## config.mk

```make
export PLATFORM = sky130hd
export DESIGN_NAME = dtpc_counter
export DESIGN_NICKNAME = d
export VERILOG_FILES = /design/src/pkg/dtpc_pkg.sv /design/src/rtl/dtpc_counter.sv
export VERILOG_INCLUDE_DIRS = /design/src /design/src/pkg
export SDC_FILE = /design/constraint.sdc
export NUM_CORES = 1
export LEC_CHECK = 0
export ABC_CLOCK_PERIOD_IN_PS = 9350
export BUFFER_PORTS_ARGS = -buffer_cell sky130_fd_sc_hd__buf_4
export CAP_MARGIN = 20
export CORE_ASPECT_RATIO = 1.25
export CORE_MARGIN = 3
export CORE_UTILIZATION = 48
export CTS_BUF_LIST = sky130_fd_sc_hd__clkbuf_4
export CTS_CLUSTER_SIZE = 20
export DETAILED_ROUTE_END_ITERATION = 6
export PLACE_DENSITY = 0.7
export SYNTH_ARGS = -nofsm -noshare
export SYNTH_HDL_FRONTEND = slang
export SYNTH_SLANG_ARGS = --single-unit
```

## constraint.sdc

```tcl
create_clock -name ref_clk -period 9.35 [get_ports ref_clk]
set_input_delay 2.805 -clock ref_clk [delete_from_list [all_inputs] [get_ports ref_clk]]
set_output_delay 2.805 -clock ref_clk [all_outputs]
set_load 0.01 [all_outputs]
```

## src/pkg/dtpc_consts.svh

```systemverilog
`ifndef DTPC_CONSTS_SVH
`define DTPC_CONSTS_SVH

// ----------------------------------------------------------------------
// register offsets (byte addresses on the register port)
// ----------------------------------------------------------------------
`define DTPC_REF_LIMIT_OFS  8'h00
`define DTPC_DES_LIMIT_OFS  8'h04
`define DTPC_COUNT_OFS      8'h08
`define DTPC_STATUS_OFS     8'h0c
`define DTPC_MASK_OFS       8'h10
`define DTPC_DI_FSEL_OFS    8'h20
`define DTPC_DO_FSEL_OFS    8'h40
`define DTPC_REG_STRIDE     8'h04

// ----------------------------------------------------------------------
// terminal counts and field positions
// ----------------------------------------------------------------------
`define DTPC_NUM_DI         8
`define DTPC_NUM_DO         5
`define DTPC_ST_REF_REACH   0
`define DTPC_ST_DES_REACH   1
`define DTPC_ST_CNT_CLEAR   2
`define DTPC_ST_WIDTH       3

// ----------------------------------------------------------------------
// reset values
// ----------------------------------------------------------------------
`define DTPC_LIMIT_RST      16'h03e8
`define DTPC_FSEL_RST       8'h00
`define DTPC_MASK_RST       3'h0

// ----------------------------------------------------------------------
// terminal function codes
// ----------------------------------------------------------------------
`define DTPC_FN_COUNT_IN    8'h1b
`define DTPC_FN_COUNT_CLR   8'h1c
`define DTPC_FN_REF_REACH   8'h1d
`define DTPC_FN_DES_REACH   8'h1e

`endif

```

## src/pkg/dtpc_pkg.sv

```systemverilog
package dtpc_pkg;
    // power-up phase: restore retained count, then run
    typedef enum logic [0:0] {
        DTPC_RESTORE = 1'b0,
        DTPC_RUN     = 1'b1
    } dtpc_phase_e;

    typedef logic [7:0]  dtpc_fsel_t;
    typedef logic [15:0] dtpc_count_t;
endpackage

```

## src/rtl/dtpc_counter.sv

```systemverilog
// Strobed register access and the placing of the registers were decided locally.
`include "dtpc_consts.svh"

module dtpc_counter
    import dtpc_pkg::*;
(
    // clock and reset
    input  wire logic                    ref_clk,
    input  wire logic                    rst_b,
    // register port
    input  wire logic [7:0]              regAddr,
    input  wire logic [31:0]             regWrData,
    input  wire logic                    regWr,
    input  wire logic                    regRd,
    output logic      [31:0]             regRdData_r,
    // terminals
    input  wire logic [`DTPC_NUM_DI-1:0] diPin,
    output logic      [`DTPC_NUM_DO-1:0] doPin_r,
    // retained count storage
    input  wire logic [15:0]             nvRestoreCount,
    output logic      [15:0]             nvSaveCount_r,
    output logic                         nvSaveStb_r,
    // interrupt
    output logic                         irq_r
);

    // ------------------------------------------------------------------
    // decoding helpers
    // ------------------------------------------------------------------

    // true when the bus address selects the given register
    function automatic logic addrHit(input logic [7:0] a,
                                     input logic [7:0] ofs);
        addrHit = (a == ofs);
    endfunction

    // mask of input terminals whose function select equals a code
    function automatic logic [`DTPC_NUM_DI-1:0] diMatch(
        input dtpc_fsel_t sel [`DTPC_NUM_DI],
        input dtpc_fsel_t code);
        logic [`DTPC_NUM_DI-1:0] m;
        m = '0;
        for (int i = 0; i < `DTPC_NUM_DI; i++) begin
            m[i] = (sel[i] == code);
        end
        diMatch = m;
    endfunction

    // ------------------------------------------------------------------
    // declarations
    // ------------------------------------------------------------------
    logic                    rstMetaB_r;
    logic                    rstSyncB_r;
    logic [`DTPC_NUM_DI-1:0] diMeta_r;
    logic [`DTPC_NUM_DI-1:0] diSync_r;
    logic [`DTPC_NUM_DI-1:0] diPrev_r;
    dtpc_fsel_t              diFsel_r [`DTPC_NUM_DI];
    dtpc_fsel_t              doFsel_r [`DTPC_NUM_DO];
    dtpc_count_t             refLimit_r;
    dtpc_count_t             desLimit_r;
    dtpc_count_t             count_r;
    dtpc_phase_e             phase_r;
    logic [`DTPC_ST_WIDTH-1:0] status_r;
    logic [`DTPC_ST_WIDTH-1:0] mask_r;
    logic                    refReachD_r;
    logic                    desReachD_r;
    logic                    clrAnyD_r;
    logic [`DTPC_NUM_DI-1:0] cntMask;
    logic [`DTPC_NUM_DI-1:0] clrMask;
    logic                    incAny;
    logic                    clrAny;
    logic                    refReach;
    logic                    desReach;
    logic [`DTPC_ST_WIDTH-1:0] stEvent;
    logic [31:0]             rdData_nxt;

    // ------------------------------------------------------------------
    // reset release synchroniser
    // ------------------------------------------------------------------

    // assert at once, release after two clock edges
    always_ff @(posedge ref_clk or negedge rst_b) begin
        if (!rst_b) begin
            rstMetaB_r <= 1'b0;
            rstSyncB_r <= 1'b0;
        end else begin
            rstMetaB_r <= 1'b1;
            rstSyncB_r <= rstMetaB_r;
        end
    end

    // ------------------------------------------------------------------
    // input terminal synchronisers
    // ------------------------------------------------------------------

    // two flops per pin, then a delayed copy for edge detection
    always_ff @(posedge ref_clk or negedge rstSyncB_r) begin
        if (!rstSyncB_r) begin
            diMeta_r <= '0;
            diSync_r <= '0;
            diPrev_r <= '0;
        end else begin
            diMeta_r <= diPin;
            diSync_r <= diMeta_r;
            diPrev_r <= diSync_r;
        end
    end

    // ------------------------------------------------------------------
    // terminal function select registers
    // ------------------------------------------------------------------

    // one function select per input terminal
    for (genvar gi = 0; gi < `DTPC_NUM_DI; gi++) begin : g_diFsel
        always_ff @(posedge ref_clk or negedge rstSyncB_r) begin
            if (!rstSyncB_r) begin
                diFsel_r[gi] <= `DTPC_FSEL_RST;
            end else if (regWr && addrHit(regAddr,
                         8'(`DTPC_DI_FSEL_OFS + 8'(gi * 4)))) begin
                diFsel_r[gi] <= regWrData[7:0];
            end
        end
    end

    // one function select per output terminal; a single code per
    // terminal means it can never carry both reach functions
    for (genvar go = 0; go < `DTPC_NUM_DO; go++) begin : g_doFsel
        always_ff @(posedge ref_clk or negedge rstSyncB_r) begin
            if (!rstSyncB_r) begin
                doFsel_r[go] <= `DTPC_FSEL_RST;
            end else if (regWr && addrHit(regAddr,
                         8'(`DTPC_DO_FSEL_OFS + 8'(go * 4)))) begin
                doFsel_r[go] <= regWrData[7:0];
            end
        end
    end

    // ------------------------------------------------------------------
    // count limits
    // ------------------------------------------------------------------

    // writes of zero are out of range and leave the limit unchanged;
    // ordering of the two limits is left to software
    always_ff @(posedge ref_clk or negedge rstSyncB_r) begin
        if (!rstSyncB_r) begin
            refLimit_r <= `DTPC_LIMIT_RST;
            desLimit_r <= `DTPC_LIMIT_RST;
        end else if (regWr && regWrData[15:0] != 16'h0000) begin
            if (addrHit(regAddr, `DTPC_REF_LIMIT_OFS)) begin
                refLimit_r <= regWrData[15:0];
            end
            if (addrHit(regAddr, `DTPC_DES_LIMIT_OFS)) begin
                desLimit_r <= regWrData[15:0];
            end
        end
    end

    // ------------------------------------------------------------------
    // count and reach decode
    // ------------------------------------------------------------------

    // terminals assigned to counting and to clearing
    assign cntMask  = diMatch(diFsel_r, `DTPC_FN_COUNT_IN);
    assign clrMask  = diMatch(diFsel_r, `DTPC_FN_COUNT_CLR);
    // simultaneous edges on several terminals count once
    assign incAny   = |(cntMask & diSync_r & ~diPrev_r);
    assign clrAny   = |(clrMask & diSync_r);
    assign refReach = (count_r >= refLimit_r);
    assign desReach = (count_r >= desLimit_r);

    // power-up phase: one cycle of restore after reset release
    always_ff @(posedge ref_clk or negedge rstSyncB_r) begin
        if (!rstSyncB_r) begin
            phase_r <= DTPC_RESTORE;
        end else begin
            unique case (phase_r)
                DTPC_RESTORE: phase_r <= DTPC_RUN;
                DTPC_RUN:     phase_r <= DTPC_RUN;
            endcase
        end
    end

    // count: restore, clear has priority, else saturating increment;
    // no drive run/stop state gates it
    always_ff @(posedge ref_clk or negedge rstSyncB_r) begin
        if (!rstSyncB_r) begin
            count_r <= 16'h0000;
        end else if (phase_r == DTPC_RESTORE) begin
            count_r <= nvRestoreCount;
        end else if (clrAny) begin
            count_r <= 16'h0000;
        end else if (incAny && count_r < refLimit_r) begin
            count_r <= count_r + 16'h0001;
        end
    end

    // copy of the count for retained storage, strobe on each change
    always_ff @(posedge ref_clk or negedge rstSyncB_r) begin
        if (!rstSyncB_r) begin
            nvSaveCount_r <= 16'h0000;
            nvSaveStb_r   <= 1'b0;
        end else begin
            nvSaveCount_r <= count_r;
            nvSaveStb_r   <= (phase_r == DTPC_RUN) &&
                             (count_r != nvSaveCount_r);
        end
    end

    // ------------------------------------------------------------------
    // output terminals
    // ------------------------------------------------------------------

    // each terminal shows the reach that its function code selects;
    // a reach output can be fed back to the drive stop input
    for (genvar go = 0; go < `DTPC_NUM_DO; go++) begin : g_doPin
        always_ff @(posedge ref_clk or negedge rstSyncB_r) begin
            if (!rstSyncB_r) begin
                doPin_r[go] <= 1'b0;
            end else if (doFsel_r[go] == `DTPC_FN_REF_REACH) begin
                doPin_r[go] <= refReach;
            end else if (doFsel_r[go] == `DTPC_FN_DES_REACH) begin
                doPin_r[go] <= desReach;
            end else begin
                doPin_r[go] <= 1'b0;
            end
        end
    end

    // ------------------------------------------------------------------
    // interrupt status, mask and output
    // ------------------------------------------------------------------

    // edge detectors for reach and clear events
    always_ff @(posedge ref_clk or negedge rstSyncB_r) begin
        if (!rstSyncB_r) begin
            refReachD_r <= 1'b0;
            desReachD_r <= 1'b0;
            clrAnyD_r   <= 1'b0;
        end else begin
            refReachD_r <= refReach;
            desReachD_r <= desReach;
            clrAnyD_r   <= clrAny;
        end
    end

    // events only count once the retained count is in place
    always_comb begin
        stEvent = '0;
        if (phase_r == DTPC_RUN) begin
            stEvent[`DTPC_ST_REF_REACH] = refReach & ~refReachD_r;
            stEvent[`DTPC_ST_DES_REACH] = desReach & ~desReachD_r;
            stEvent[`DTPC_ST_CNT_CLEAR] = clrAny & ~clrAnyD_r;
        end
    end

    // sticky status, write one to clear; a new event wins
    always_ff @(posedge ref_clk or negedge rstSyncB_r) begin
        if (!rstSyncB_r) begin
            status_r <= '0;
        end else if (regWr && addrHit(regAddr, `DTPC_STATUS_OFS)) begin
            status_r <= (status_r & ~regWrData[`DTPC_ST_WIDTH-1:0])
                        | stEvent;
        end else begin
            status_r <= status_r | stEvent;
        end
    end

    // interrupt mask, a one enables the matching status bit
    always_ff @(posedge ref_clk or negedge rstSyncB_r) begin
        if (!rstSyncB_r) begin
            mask_r <= `DTPC_MASK_RST;
        end else if (regWr && addrHit(regAddr, `DTPC_MASK_OFS)) begin
            mask_r <= regWrData[`DTPC_ST_WIDTH-1:0];
        end
    end

    // level interrupt while any unmasked status bit is set
    always_ff @(posedge ref_clk or negedge rstSyncB_r) begin
        if (!rstSyncB_r) begin
            irq_r <= 1'b0;
        end else begin
            irq_r <= |(status_r & mask_r);
        end
    end

    // ------------------------------------------------------------------
    // register read path
    // ------------------------------------------------------------------

    // read multiplexer; unmapped addresses read zero
    always_comb begin
        rdData_nxt = 32'h0000_0000;
        if (addrHit(regAddr, `DTPC_REF_LIMIT_OFS)) begin
            rdData_nxt = {16'h0000, refLimit_r};
        end else if (addrHit(regAddr, `DTPC_DES_LIMIT_OFS)) begin
            rdData_nxt = {16'h0000, desLimit_r};
        end else if (addrHit(regAddr, `DTPC_COUNT_OFS)) begin
            rdData_nxt = {14'h0000, desReach, refReach, count_r};
        end else if (addrHit(regAddr, `DTPC_STATUS_OFS)) begin
            rdData_nxt = {29'h0000_0000, status_r};
        end else if (addrHit(regAddr, `DTPC_MASK_OFS)) begin
            rdData_nxt = {29'h0000_0000, mask_r};
        end
        for (int i = 0; i < `DTPC_NUM_DI; i++) begin
            if (addrHit(regAddr, 8'(`DTPC_DI_FSEL_OFS + 8'(i * 4)))) begin
                rdData_nxt = {24'h00_0000, diFsel_r[i]};
            end
        end
        for (int i = 0; i < `DTPC_NUM_DO; i++) begin
            if (addrHit(regAddr, 8'(`DTPC_DO_FSEL_OFS + 8'(i * 4)))) begin
                rdData_nxt = {24'h00_0000, doFsel_r[i]};
            end
        end
    end

    // read data stands only in the cycle after the read strobe
    always_ff @(posedge ref_clk or negedge rstSyncB_r) begin
        if (!rstSyncB_r) begin
            regRdData_r <= 32'h0000_0000;
        end else if (regRd) begin
            regRdData_r <= rdData_nxt;
        end else begin
            regRdData_r <= 32'h0000_0000;
        end
    end

endmodule

```

==> out/qor.csv, run 1 <==
metric;value;unit
outcome;complete, no violations;
synth_cells;1007;
fmaxAchievable;199;MHz
detailedPlacementHpwl;22600;um
max-vdd-ir-drop;82.7;uV
floorplan.die_area;25600;um2
clkLatencyLatePin;0.68;ns
hold_path_startpoint;diMeta_r[1];
synth.top_cells.by_area;sky130_fd_sc_hd__dfrtp_1, sky130_fd_sc_hd__mux2_2, sky130_fd_sc_hd__ha_1, sky130_fd_sc_hd__dfstp_2, sky130_fd_sc_hd__nand2_1;
worst_setup_path_category;input port to register;
hold_class;register to register;
post_synth.cell_area_avg;11.3;um2
layout.nets;1213;
r2r-start;refLimit_r[9];
clockRootBuffer;sky130_fd_sc_hd__clkbuf_4;
end_kind;register;
synth.ff_latch_count;229;
slew_hr;0.306;
antenna_left;0;
dr.first_iter.drc_count;710;
finClkSkew;0.0436;ns
power_per_cell_area;164;nW/um2
port_buffers;92;
most_common_cell_after_layout_fill_and_taps_aside;sky130_fd_sc_hd__dfrtp_1;
die_height;178;um
std_cell_rows;62;
grt_setup_unrepaired;false;
pre_cts_ws;3.72;ns
post-route-period-util;0.538;
io_pins;123;
ys.flop_type;sky130_fd_sc_hd__dfrtp_1;
synth_top_area_frac;0.478;
number_of_antenna_violations_at_the_first_check_in_global_routing;2;
worstPathRequired;9.94;ns
timing.critical_path.fanout_max;48;
synth-warning-count;0;
grt_pass1_wl;50100;um
clock_sink_count;229;
grt.total_usage;0.254;
ys_async_sr_fraction;1.00;
area.growth.synth_to_final;12.9;%
ctsResizeCount;0;
number_of_pins_with_negative_max_slew_slack_in_the_final_report;0;
vias_in_the_first_global_route;8831;
utilization;0.555;
wl;32100;um
post-route-min-period;5.03;ns
tns;0;ns
drcViolationCount;0;
synth_top_area_cell;sky130_fd_sc_hd__dfrtp_1;
design.core.area;23100;um2
most_frequent_cells_in_the_layout;sky130_fd_sc_hd__dfrtp_1, sky130_fd_sc_hd__mux2_2, sky130_fd_sc_hd__buf_4;
minimum_hold_slack;0.347;ns
fp.dieW;144;um
ys_types;77;
dr_total_vias;8768;
routabilityCongestion;0.906;
p_leak;5.92;nW
filler_cell_count;2076;
actual_transition_at_the_worst_max_transition_pin;1.04;ns
layout_setup_ws;4.32;ns
wl_per_cell;22.4;um
start_kind;input port;
initial_utilization;0.492;
timing.critical_path.arrival;5.62;ns
cts-htree-levels;2;
viasPerCell;6.11;
critical_path.startpoint;regAddr[2];
cts_hold_buf;0;
tritoncts;done;
syn_area;11400;um2
report.final.hold_viol_count;0;
grt_start_max_net_pins;166;
seq_area_frac_synth;0.506;
first_pass_iters;7;
setup-violations-final;0;
drv.max_cap_violation_count;0;
tritoncts.num_buffers;56;
post_synth_edffs;0;
path_clk_slew;0.06;ns
ctsLongestPathBuffers;3;
cts_setup_buffers;0;
layout-drive-gt1-share;0.309;
globalRouteOverflowTotal;0;
==> cell usage after synthesis, drive strengths merged (5+ instances only) <==
library cell	count
a21oi	34
ha	33
or3	6
buf	34
nor2b	11
nand3b	12
mux2i	5
a211oi	6
nor4bb	18
nor2	58
nand2	76
a22oi	23
dfstp	12
nor4	11
dfrtp	217
nand4b	5
mux2	140
a221oi	7
xnor2	20
o31ai	5
nand2b	5
a31oi	7
a221o	5
a222oi	5
nand4	23
o21ai	26
nand3	29
inv	42
clkbuf	28
a2111oi	9
nor3	24
o22ai	13
==> where the power goes <==
| part | internal [W] | total (W) | switching [W] | leakage [nW] |
|---|---|---|---|---|
| Combinational | 0.0000988 | 0.000229 | 0.000130 | 2.52 |
| Sequential | 0.00104 | 0.00110 | 0.0000598 | 3.01 |
| Clock | 0.000398 | 0.000778 | 0.000380 | 0.394 |
| Total | 0.00154 | 0.00211 | 0.000570 | 5.92 |
==> registers in the layout, summed over array words and instances, names as in the netlist <==
name / cells
irq_r: 1
doFsel_r: 40
nvSaveStb_r: 1
mask_r: 3
diFsel_r: 64
nvSaveCount_r: 16
doPin_r: 5
clrAnyD_r: 1
status_r: 3
desLimit_r: 16
refReachD_r: 1
diPrev_r: 8
desReachD_r: 1
refLimit_r: 16
diSync_r: 8
phase_r: 1
diMeta_r: 8
regRdData_r: 18
count_r: 16
rstSyncB_r: 1
rstMetaB_r: 1
==> per-layer routing <==
metal  track usage  up-vias  share of wire
li1              -     3931              -
met1         0.316     4421           0.39
met2         0.440      352           0.52
met3        0.0493       62          0.063
met4        0.0863        2          0.029
met5             0        -        0.00037
==> layout make-up <==
cell class	instances	area, um2	share of cell area
clock buffer	83	623	0.0486
antenna	1	2.50	0.000195
multi-input combinational	688	5180	0.404
tap	288	360	0.0281
clock inverter	8	30.0	0.00234
timing repair buffer	95	726	0.0566
inverter	42	158	0.0123
sequential	229	5750	0.448
==> final timing paths <==
path,cells past startpoint,endpoint,slack [ns]
max,8,regRdData_r[6],4.32
min,0,diSync_r[1],0.35
max reg2reg,9,count_r[12],6.21
min reg2reg,0,diSync_r[1],0.35
max in group asynchronous,1,rstSyncB_r,7.35
min in group asynchronous,0,doFsel_r[39],0.44
==> worst max-delay path, stage by stage <==
cell and delay (ns):
sky130_fd_sc_hd__buf_4 0.27, sky130_fd_sc_hd__or4b_1 0.83, sky130_fd_sc_hd__nor2_4 0.45, sky130_fd_sc_hd__a22oi_1 0.19, sky130_fd_sc_hd__o32a_1 0.37, sky130_fd_sc_hd__nor3_1 0.35, sky130_fd_sc_hd__o21ai_1 0.16, sky130_fd_sc_hd__a21oi_1 0.16
==> cell families after synthesis <==
family | after synthesis | share of synthesized area
muxes | 145 | 0.143
xor gates and xnor gates | 22 | 0.0170
other | 2 | 0.000661
DFF | 229 | 0.506
buffers and inverters | 104 | 0.0430
AOI/OAI and AO/OA | 176 | 0.109
and+or+nand+nor | 296 | 0.146
adders and majority gates | 33 | 0.0363
==> per-stage QoR <==
stage	instance area [um2]	total power [W]	std cells
finish	12800	0.00211	1434
global placement	12200	0.00134	1342
detailed placement	12200	0.00135	1342
global route	12800	0.00222	1434
floorplan	11400	0.00125	1021
CTS	12800	0.00213	1433
Note: power is estimated with default switching activity, not from simulation.
==> run 2: changes to the inputs <==
- ABC_AREA: default -> 1
- ABC_CLOCK_PERIOD_IN_PS: 9350 -> 4100
- PLACE_DENSITY: 0.7 -> 0.73
- clock period: 9.35 -> 4.1 ns (I/O delays scaled with it)
==> run 2 against run 1 <==
Net effect: setup slack lost 3.0 ns; clock power grew 140%; routed wire length shrank 9.9%; count of clock-buffer cells in the layout is the same; non-clock buffer count grew 10; global-route usage shrank 1.8 points; area after synthesis shrank 2.0%; critical endpoint is now regRdData_r[4].
==> out/qor.csv, run 2 <==
metric;value;unit
outcome;complete, no violations;
synth.ff_latch_count;229;
met1_usage_in_global_routing;0.308;
synth_commonest_cells;sky130_fd_sc_hd__nand2_1, sky130_fd_sc_hd__dfrtp_1, sky130_fd_sc_hd__o21ai_0;
vias_in_the_first_global_route;9642;
design.core.area;22500;um2
largest_register_ff_count;64;
cp_slowest_stage_delay;0.34;ns
slew_hr;0.461;
viasPerCell;5.46;
synth-warning-count;0;
critical-path-top-delay-family;simple AND/OR/NAND/NOR gates;
io_pins;123;
layout-drive-gt1-share;0.167;
worstPathRequired;4.67;ns
grt_busiest_layer;met2;
dr_total_vias;9729;
syn_area;11100;um2
clock_sink_count;229;
globalRouteOverflowTotal;0;
number_of_antenna_violations_at_the_first_check_in_global_routing;1;
synth_top_area_cell;sky130_fd_sc_hd__dfrtp_1;
cts_hold_buf;0;
synth_cells;1336;
grt_pass1_wl;47500;um
ctsLongestPathBuffers;3;
std_cell_rows;61;
grt.total_usage;0.236;
grt_start_max_net_pins;87;
p_leak;5.90;nW
actual_transition_at_the_worst_max_transition_pin;0.808;ns
fp.dieW;142;um
layout_top_registers;diFsel_r (64), doFsel_r (40), regRdData_r (18);
hold_class;input port to async pin;
timing.critical_path.arrival;3.36;ns
antenna_left;0;
timing.critical_path.cells;buf_4 -> inv_1 -> nand2_1 -> nor2_2 -> nand2_1 -> o22ai_1 -> nand4_1 -> nor2_1 -> nand4_1 -> nor2_1 -> nand4_1 -> nand2_1 -> inv_1;
cts_setup_buffers;0;
slowest_stage;sky130_fd_sc_hd__nor2_2;
ctsResizeCount;0;
seq_area_frac_synth;0.516;
post-route-period-util;0.680;
cts-htree-levels;2;
yosysMostFrequentCell;sky130_fd_sc_hd__nand2_1;
synth.top_cells.by_area;sky130_fd_sc_hd__dfrtp_1, sky130_fd_sc_hd__nand2_1, sky130_fd_sc_hd__o21ai_0, sky130_fd_sc_hd__inv_1, sky130_fd_sc_hd__ha_1;
floorplan.die_area;25100;um2
tritoncts.num_buffers;56;
fmaxAchievable;359;MHz
ys_types;42;
cp.buffers_inverters;3;
number_of_pins_with_negative_max_slew_slack_in_the_final_report;0;
post-route-min-period;2.79;ns
routabilityCongestion;0.912;
path_clk_slew;0.07;ns
wl;28900;um
place_inst;1684;
initial_utilization;0.495;
grt_use_met2;0.387;
tns;0;ns
dr.first_iter.drc_count;817;
drcViolationCount;0;
tritoncts;done;
synth_top_area_frac;0.488;
die_height;176;um
ys_async_sr_fraction;1.00;
layout.nets;1560;
filler_cell_count;2070;
report.final.hold_viol_count;0;
first_pass_iters;5;
finClkSkew;0.0341;ns
worst_setup_path_category;input port to register;
grt.met3_usage;0.0390;
total_power;0.00497;W
setup-violations-final;0;
max-vdd-ir-drop;213;uV
ys.flop_type;sky130_fd_sc_hd__dfrtp_1;
grt_setup_unrepaired;false;
drv.max_cap_violation_count;0;
start_kind;input port;
post_synth_edffs;0;
clockRootBuffer;sky130_fd_sc_hd__clkbuf_4;
port_buffers;92;
area.growth.synth_to_final;14.8;%
power_per_cell_area;389;nW/um2
detailedPlacementHpwl;20000;um
wl_per_cell;16.2;um
end_kind;register;
clkLatencyLatePin;0.68;ns
final_cells;1783;
most_frequent_cells_in_the_layout;sky130_fd_sc_hd__nand2_1, sky130_fd_sc_hd__dfrtp_1, sky130_fd_sc_hd__o21ai_0;
timing.critical_path.fanout_max;9;
post_synth.cell_area_avg;8.34;um2
max_flop_register;diFsel_r;
most_common_cell_after_layout_fill_and_taps_aside;sky130_fd_sc_hd__nand2_1;
[run 2: per-layer routing]
layer  vias to the layer above  routed length [um]
li1                       4663                   -
met1                      4598               11800
met2                       376               14000
met3                        92                1820
met4                         0                1200
met5                         -                   0
[run 2: power breakdown]
part / switching (W) / total, W / internal (W) / leakage [nW]
Sequential: 0.000148 / 0.00254 / 0.00239 / 3.00
Clock: 0.000894 / 0.00188 / 0.000986 / 0.420
Combinational: 0.000334 / 0.000552 / 0.000217 / 2.48
Total: 0.00138 / 0.00497 / 0.00359 / 5.90
[run 2: path summary, 6_finish.rpt]
kind | startpoint | endpoint | slack, ns | cells past startpoint
worst max register to register | diFsel_r[11] | count_r[2] | 1.59 | 10
max in group asynchronous | rstSyncB_r | phase_r | 2.55 | 1
worst min register to register | diMeta_r[4] | diSync_r[4] | 0.34 | 0
worst min-delay path | rst_b | rstSyncB_r | 0.34 | 1
worst max-delay path | regAddr[0] | regRdData_r[4] | 1.31 | 13
min in group ref_clk | diMeta_r[4] | diSync_r[4] | 0.34 | 0
[run 2: cell type report]
cell class | instances | area, um2 | area share
Clock inverter | 15 | 92.6 | 0.00724
Clock buffer | 83 | 623 | 0.0487
Tap cell | 283 | 354 | 0.0277
Sequential cell | 229 | 5750 | 0.449
Multi-Input combinational cell | 935 | 4670 | 0.365
Antenna cell | 1 | 2.50 | 0.000196
Timing Repair Buffer | 105 | 801 | 0.0626
Inverter | 132 | 495 | 0.0387
[run 2: through the flow]
| stage | utilization | worst slack, ns | instance area (um2) | hold slack [ns] |
|---|---|---|---|---|
| final | 0.568 | 1.31 | 12800 | 0.341 |
| after CTS | 0.568 | 1.42 | 12800 | 0.266 |
| after global routing | 0.568 | 1.14 | 12800 | 0.287 |
| after global placement | 0.536 | 0.709 | 12100 | 0.332 |
| after detailed placement | 0.536 | 0.678 | 12100 | 0.335 |
| after floorplan | - | 0.348 | 11200 | 0.331 |
[run 2: cells by family (layout without fill, tap and decap cells)]
logic type / Yosys count / in the layout / synth area share
flip-flops: 229 / 229 / 0.516
AND/OR/NAND/NOR: 614 / 614 / 0.240
buffers and inverters: 186 / 335 / 0.0693
XOR/XNOR: 17 / 17 / 0.0134
AO/OA/AOI/OAI: 255 / 255 / 0.124
other: 2 / 17 / 0.000674
adder cells (fa/ha/maj): 33 / 33 / 0.0371
==> run 3: changes to the inputs <==
- ABC_CLOCK_PERIOD_IN_PS: 4100 -> 2800
- PLACE_DENSITY: 0.73 -> 0.7
- clock period: 4.1 -> 2.8 ns (I/O delays scaled with it)
==> run 3 against run 2 <==
Net effect: global-route usage increased by 0.55 points; routed wire length up 3.1%; power up 50%; utilization is 1.7 points higher; final area increased by 2.9%; final cell count is 2.5% higher; first-iteration DRC count is 15% lower; sequential power is 46% higher; die area stayed put; combinational power up 55%.
==> out/qor.csv, run 3 (synthesis gave the netlist of run 2 again) <==
metric;value;unit
place_inst;1720;
layout_setup_ws;0.338;ns
grt_pass1_wl;48200;um
final_cells;1828;
worst_setup_path_category;register to register;
vias_in_the_first_global_route;9661;
filler_cell_count;2088;
fmaxAchievable;406;MHz
setup-violations-final;0;
wl_per_cell;16.3;um
finalInstanceArea;13200;um2
dr.first_iter.drc_count;694;
post-route-period-util;0.879;
routabilityCongestion;0.924;
max-vdd-ir-drop;332;uV
hold_class;input port to register;
grt_setup_unrepaired;false;
floorplan.die_area;25100;um2
multiInputGateArea;4670;um2
port_buffers;92;
critical_path.startpoint;diFsel_r[10];
std_cell_rows;61;
io_pins;123;
first_pass_iters;6;
final-seq-area;5750;um2
utilization;0.585;
ctsLongestPathBuffers;3;
critical-path-top-delay-family;simple AND/OR/NAND/NOR gates;
worstSetupPathDepth;10;
largest_register_ff_count;64;
most_frequent_cells_in_the_layout;sky130_fd_sc_hd__nand2_1, sky130_fd_sc_hd__dfrtp_1, sky130_fd_sc_hd__o21ai_0;
area.growth.synth_to_final;18.2;%
end_kind;register;
actual_transition_at_the_worst_max_transition_pin;0.787;ns
crit-reg2reg-capture;count_r[8];
detailedPlacementHpwl;20900;um
viasPerCell;5.37;
minimum_hold_slack;0.252;ns
drv.max_cap_violation_count;0;
timing.critical_path.arrival;3.00;ns
layout_top_registers;diFsel_r (64), doFsel_r (40), regRdData_r (18);
globalRouteOverflowTotal;0;
finClkSkew;0.0449;ns
tritoncts.num_buffers;58;
cp.buffers_inverters;0;
timing.critical_path.cells;nand3_1 -> nor3_1 -> nand2_1 -> o41ai_1 -> a211oi_1 -> nand2_2 -> nor2_4 -> nand2_2 -> nand2_1 -> o21ai_1;
number_of_pins_with_negative_max_slew_slack_in_the_final_report;0;
slowest_stage;sky130_fd_sc_hd__dfrtp_1;
start_kind;register;
cts-htree-levels;2;
number_of_antenna_violations_at_the_first_check_in_global_routing;1;
antenna_left;0;
clock_sink_count;229;
report.final.hold_viol_count;0;
ff2ff_path_depth;10;
layout-drive-gt1-share;0.190;
slew_hr;0.474;
r2r-start;diFsel_r[10];
most_common_cell_after_layout_fill_and_taps_aside;sky130_fd_sc_hd__nand2_1;
die_height;176;um
drcViolationCount;0;
p_leak;6.13;nW
cp_slowest_stage_delay;0.42;ns
grt_start_max_net_pins;62;
reg2reg_setup_slack;0.34;ns
tritoncts;done;
post-route-min-period;2.46;ns
design.core.area;22500;um2
clockRootBuffer;sky130_fd_sc_hd__clkbuf_4;
postPlaceCellArea;12400;um2
clkLatencyLatePin;0.69;ns
outcome;complete, no violations;
initial_utilization;0.495;
timing.critical_path.fanout_max;27;
ctsResizeCount;0;
fp.dieW;142;um
power_per_cell_area;567;nW/um2
path_clk_slew;0.06;ns
wl;29800;um
max_flop_register;diFsel_r;
layout.nets;1599;
worstPathRequired;3.34;ns
pre_cts_ws;-0.0425;ns
cp-endpoint;count_r[8];
dr_total_vias;9810;
grt.total_usage;0.241;
==> run 3: changes by cell type in the layout (fill, tap and decap cells not counted), sizes merged <==
cell / previous run / this run
clkbuf: 83 / 91
inv: 130 / 131
dlygate4sd3: 0 / 1
buf: 105 / 141
clkinvlp: 2 / 1
==> run 3: worst min-delay path by stage <==
stage                 from           end  slack [ns]  cells after the start
5_1_grt           diPin[7]   diMeta_r[7]        0.18                      1
4_1_cts           diPin[7]   diMeta_r[7]        0.19                      1
6_report          diPin[7]   diMeta_r[7]        0.25                      1
3_5_place_dp    rstSyncB_r   diFsel_r[9]        0.32                      0
2_1_floorplan  diMeta_r[0]   diSync_r[0]        0.33                      0
3_3_place_gp    rstSyncB_r  diFsel_r[11]        0.32                      0
==> run 3: metrics by stage <==
step | TNS (ns) | total power [W]
floorplan | 0 | 0.00425
global placement | -0.0623 | 0.00458
detailed placement | -0.0888 | 0.00461
CTS | 0 | 0.00756
global route | 0 | 0.00788
finish | 0 | 0.00747
==> run 3: power by group <==
| part | switching, W | internal, W |
|---|---|---|
| logic | 0.000515 | 0.000340 |
| registers | 0.000200 | 0.00350 |
| clock network | 0.00135 | 0.00157 |
| total | 0.00207 | 0.00541 |
==> run 3: repair_timing <==
action / CTS / global route
hold endpoints to repair: 2 / 0
buffers inserted: 0 / 0
hold buffers: 1 / 0
==> run 3: layer usage <==
layer	vias up	global-route usage	part of all wire
met5	-	0	0
met4	0	0.0900	0.028
met3	75	0.0474	0.065
met2	342	0.402	0.49
met1	4652	0.313	0.42
li1	4741	-	-
==> run 3: layout make-up <==
cell class | count | share of cell area
Sequential cell | 229 | 0.437
Timing Repair Buffer | 142 | 0.0849
Multi-Input combinational cell | 935 | 0.355
Tap cell | 283 | 0.0269
Clock inverter | 15 | 0.00694
Antenna cell | 1 | 0.000190
Inverter | 132 | 0.0376
Clock buffer | 91 | 0.0519
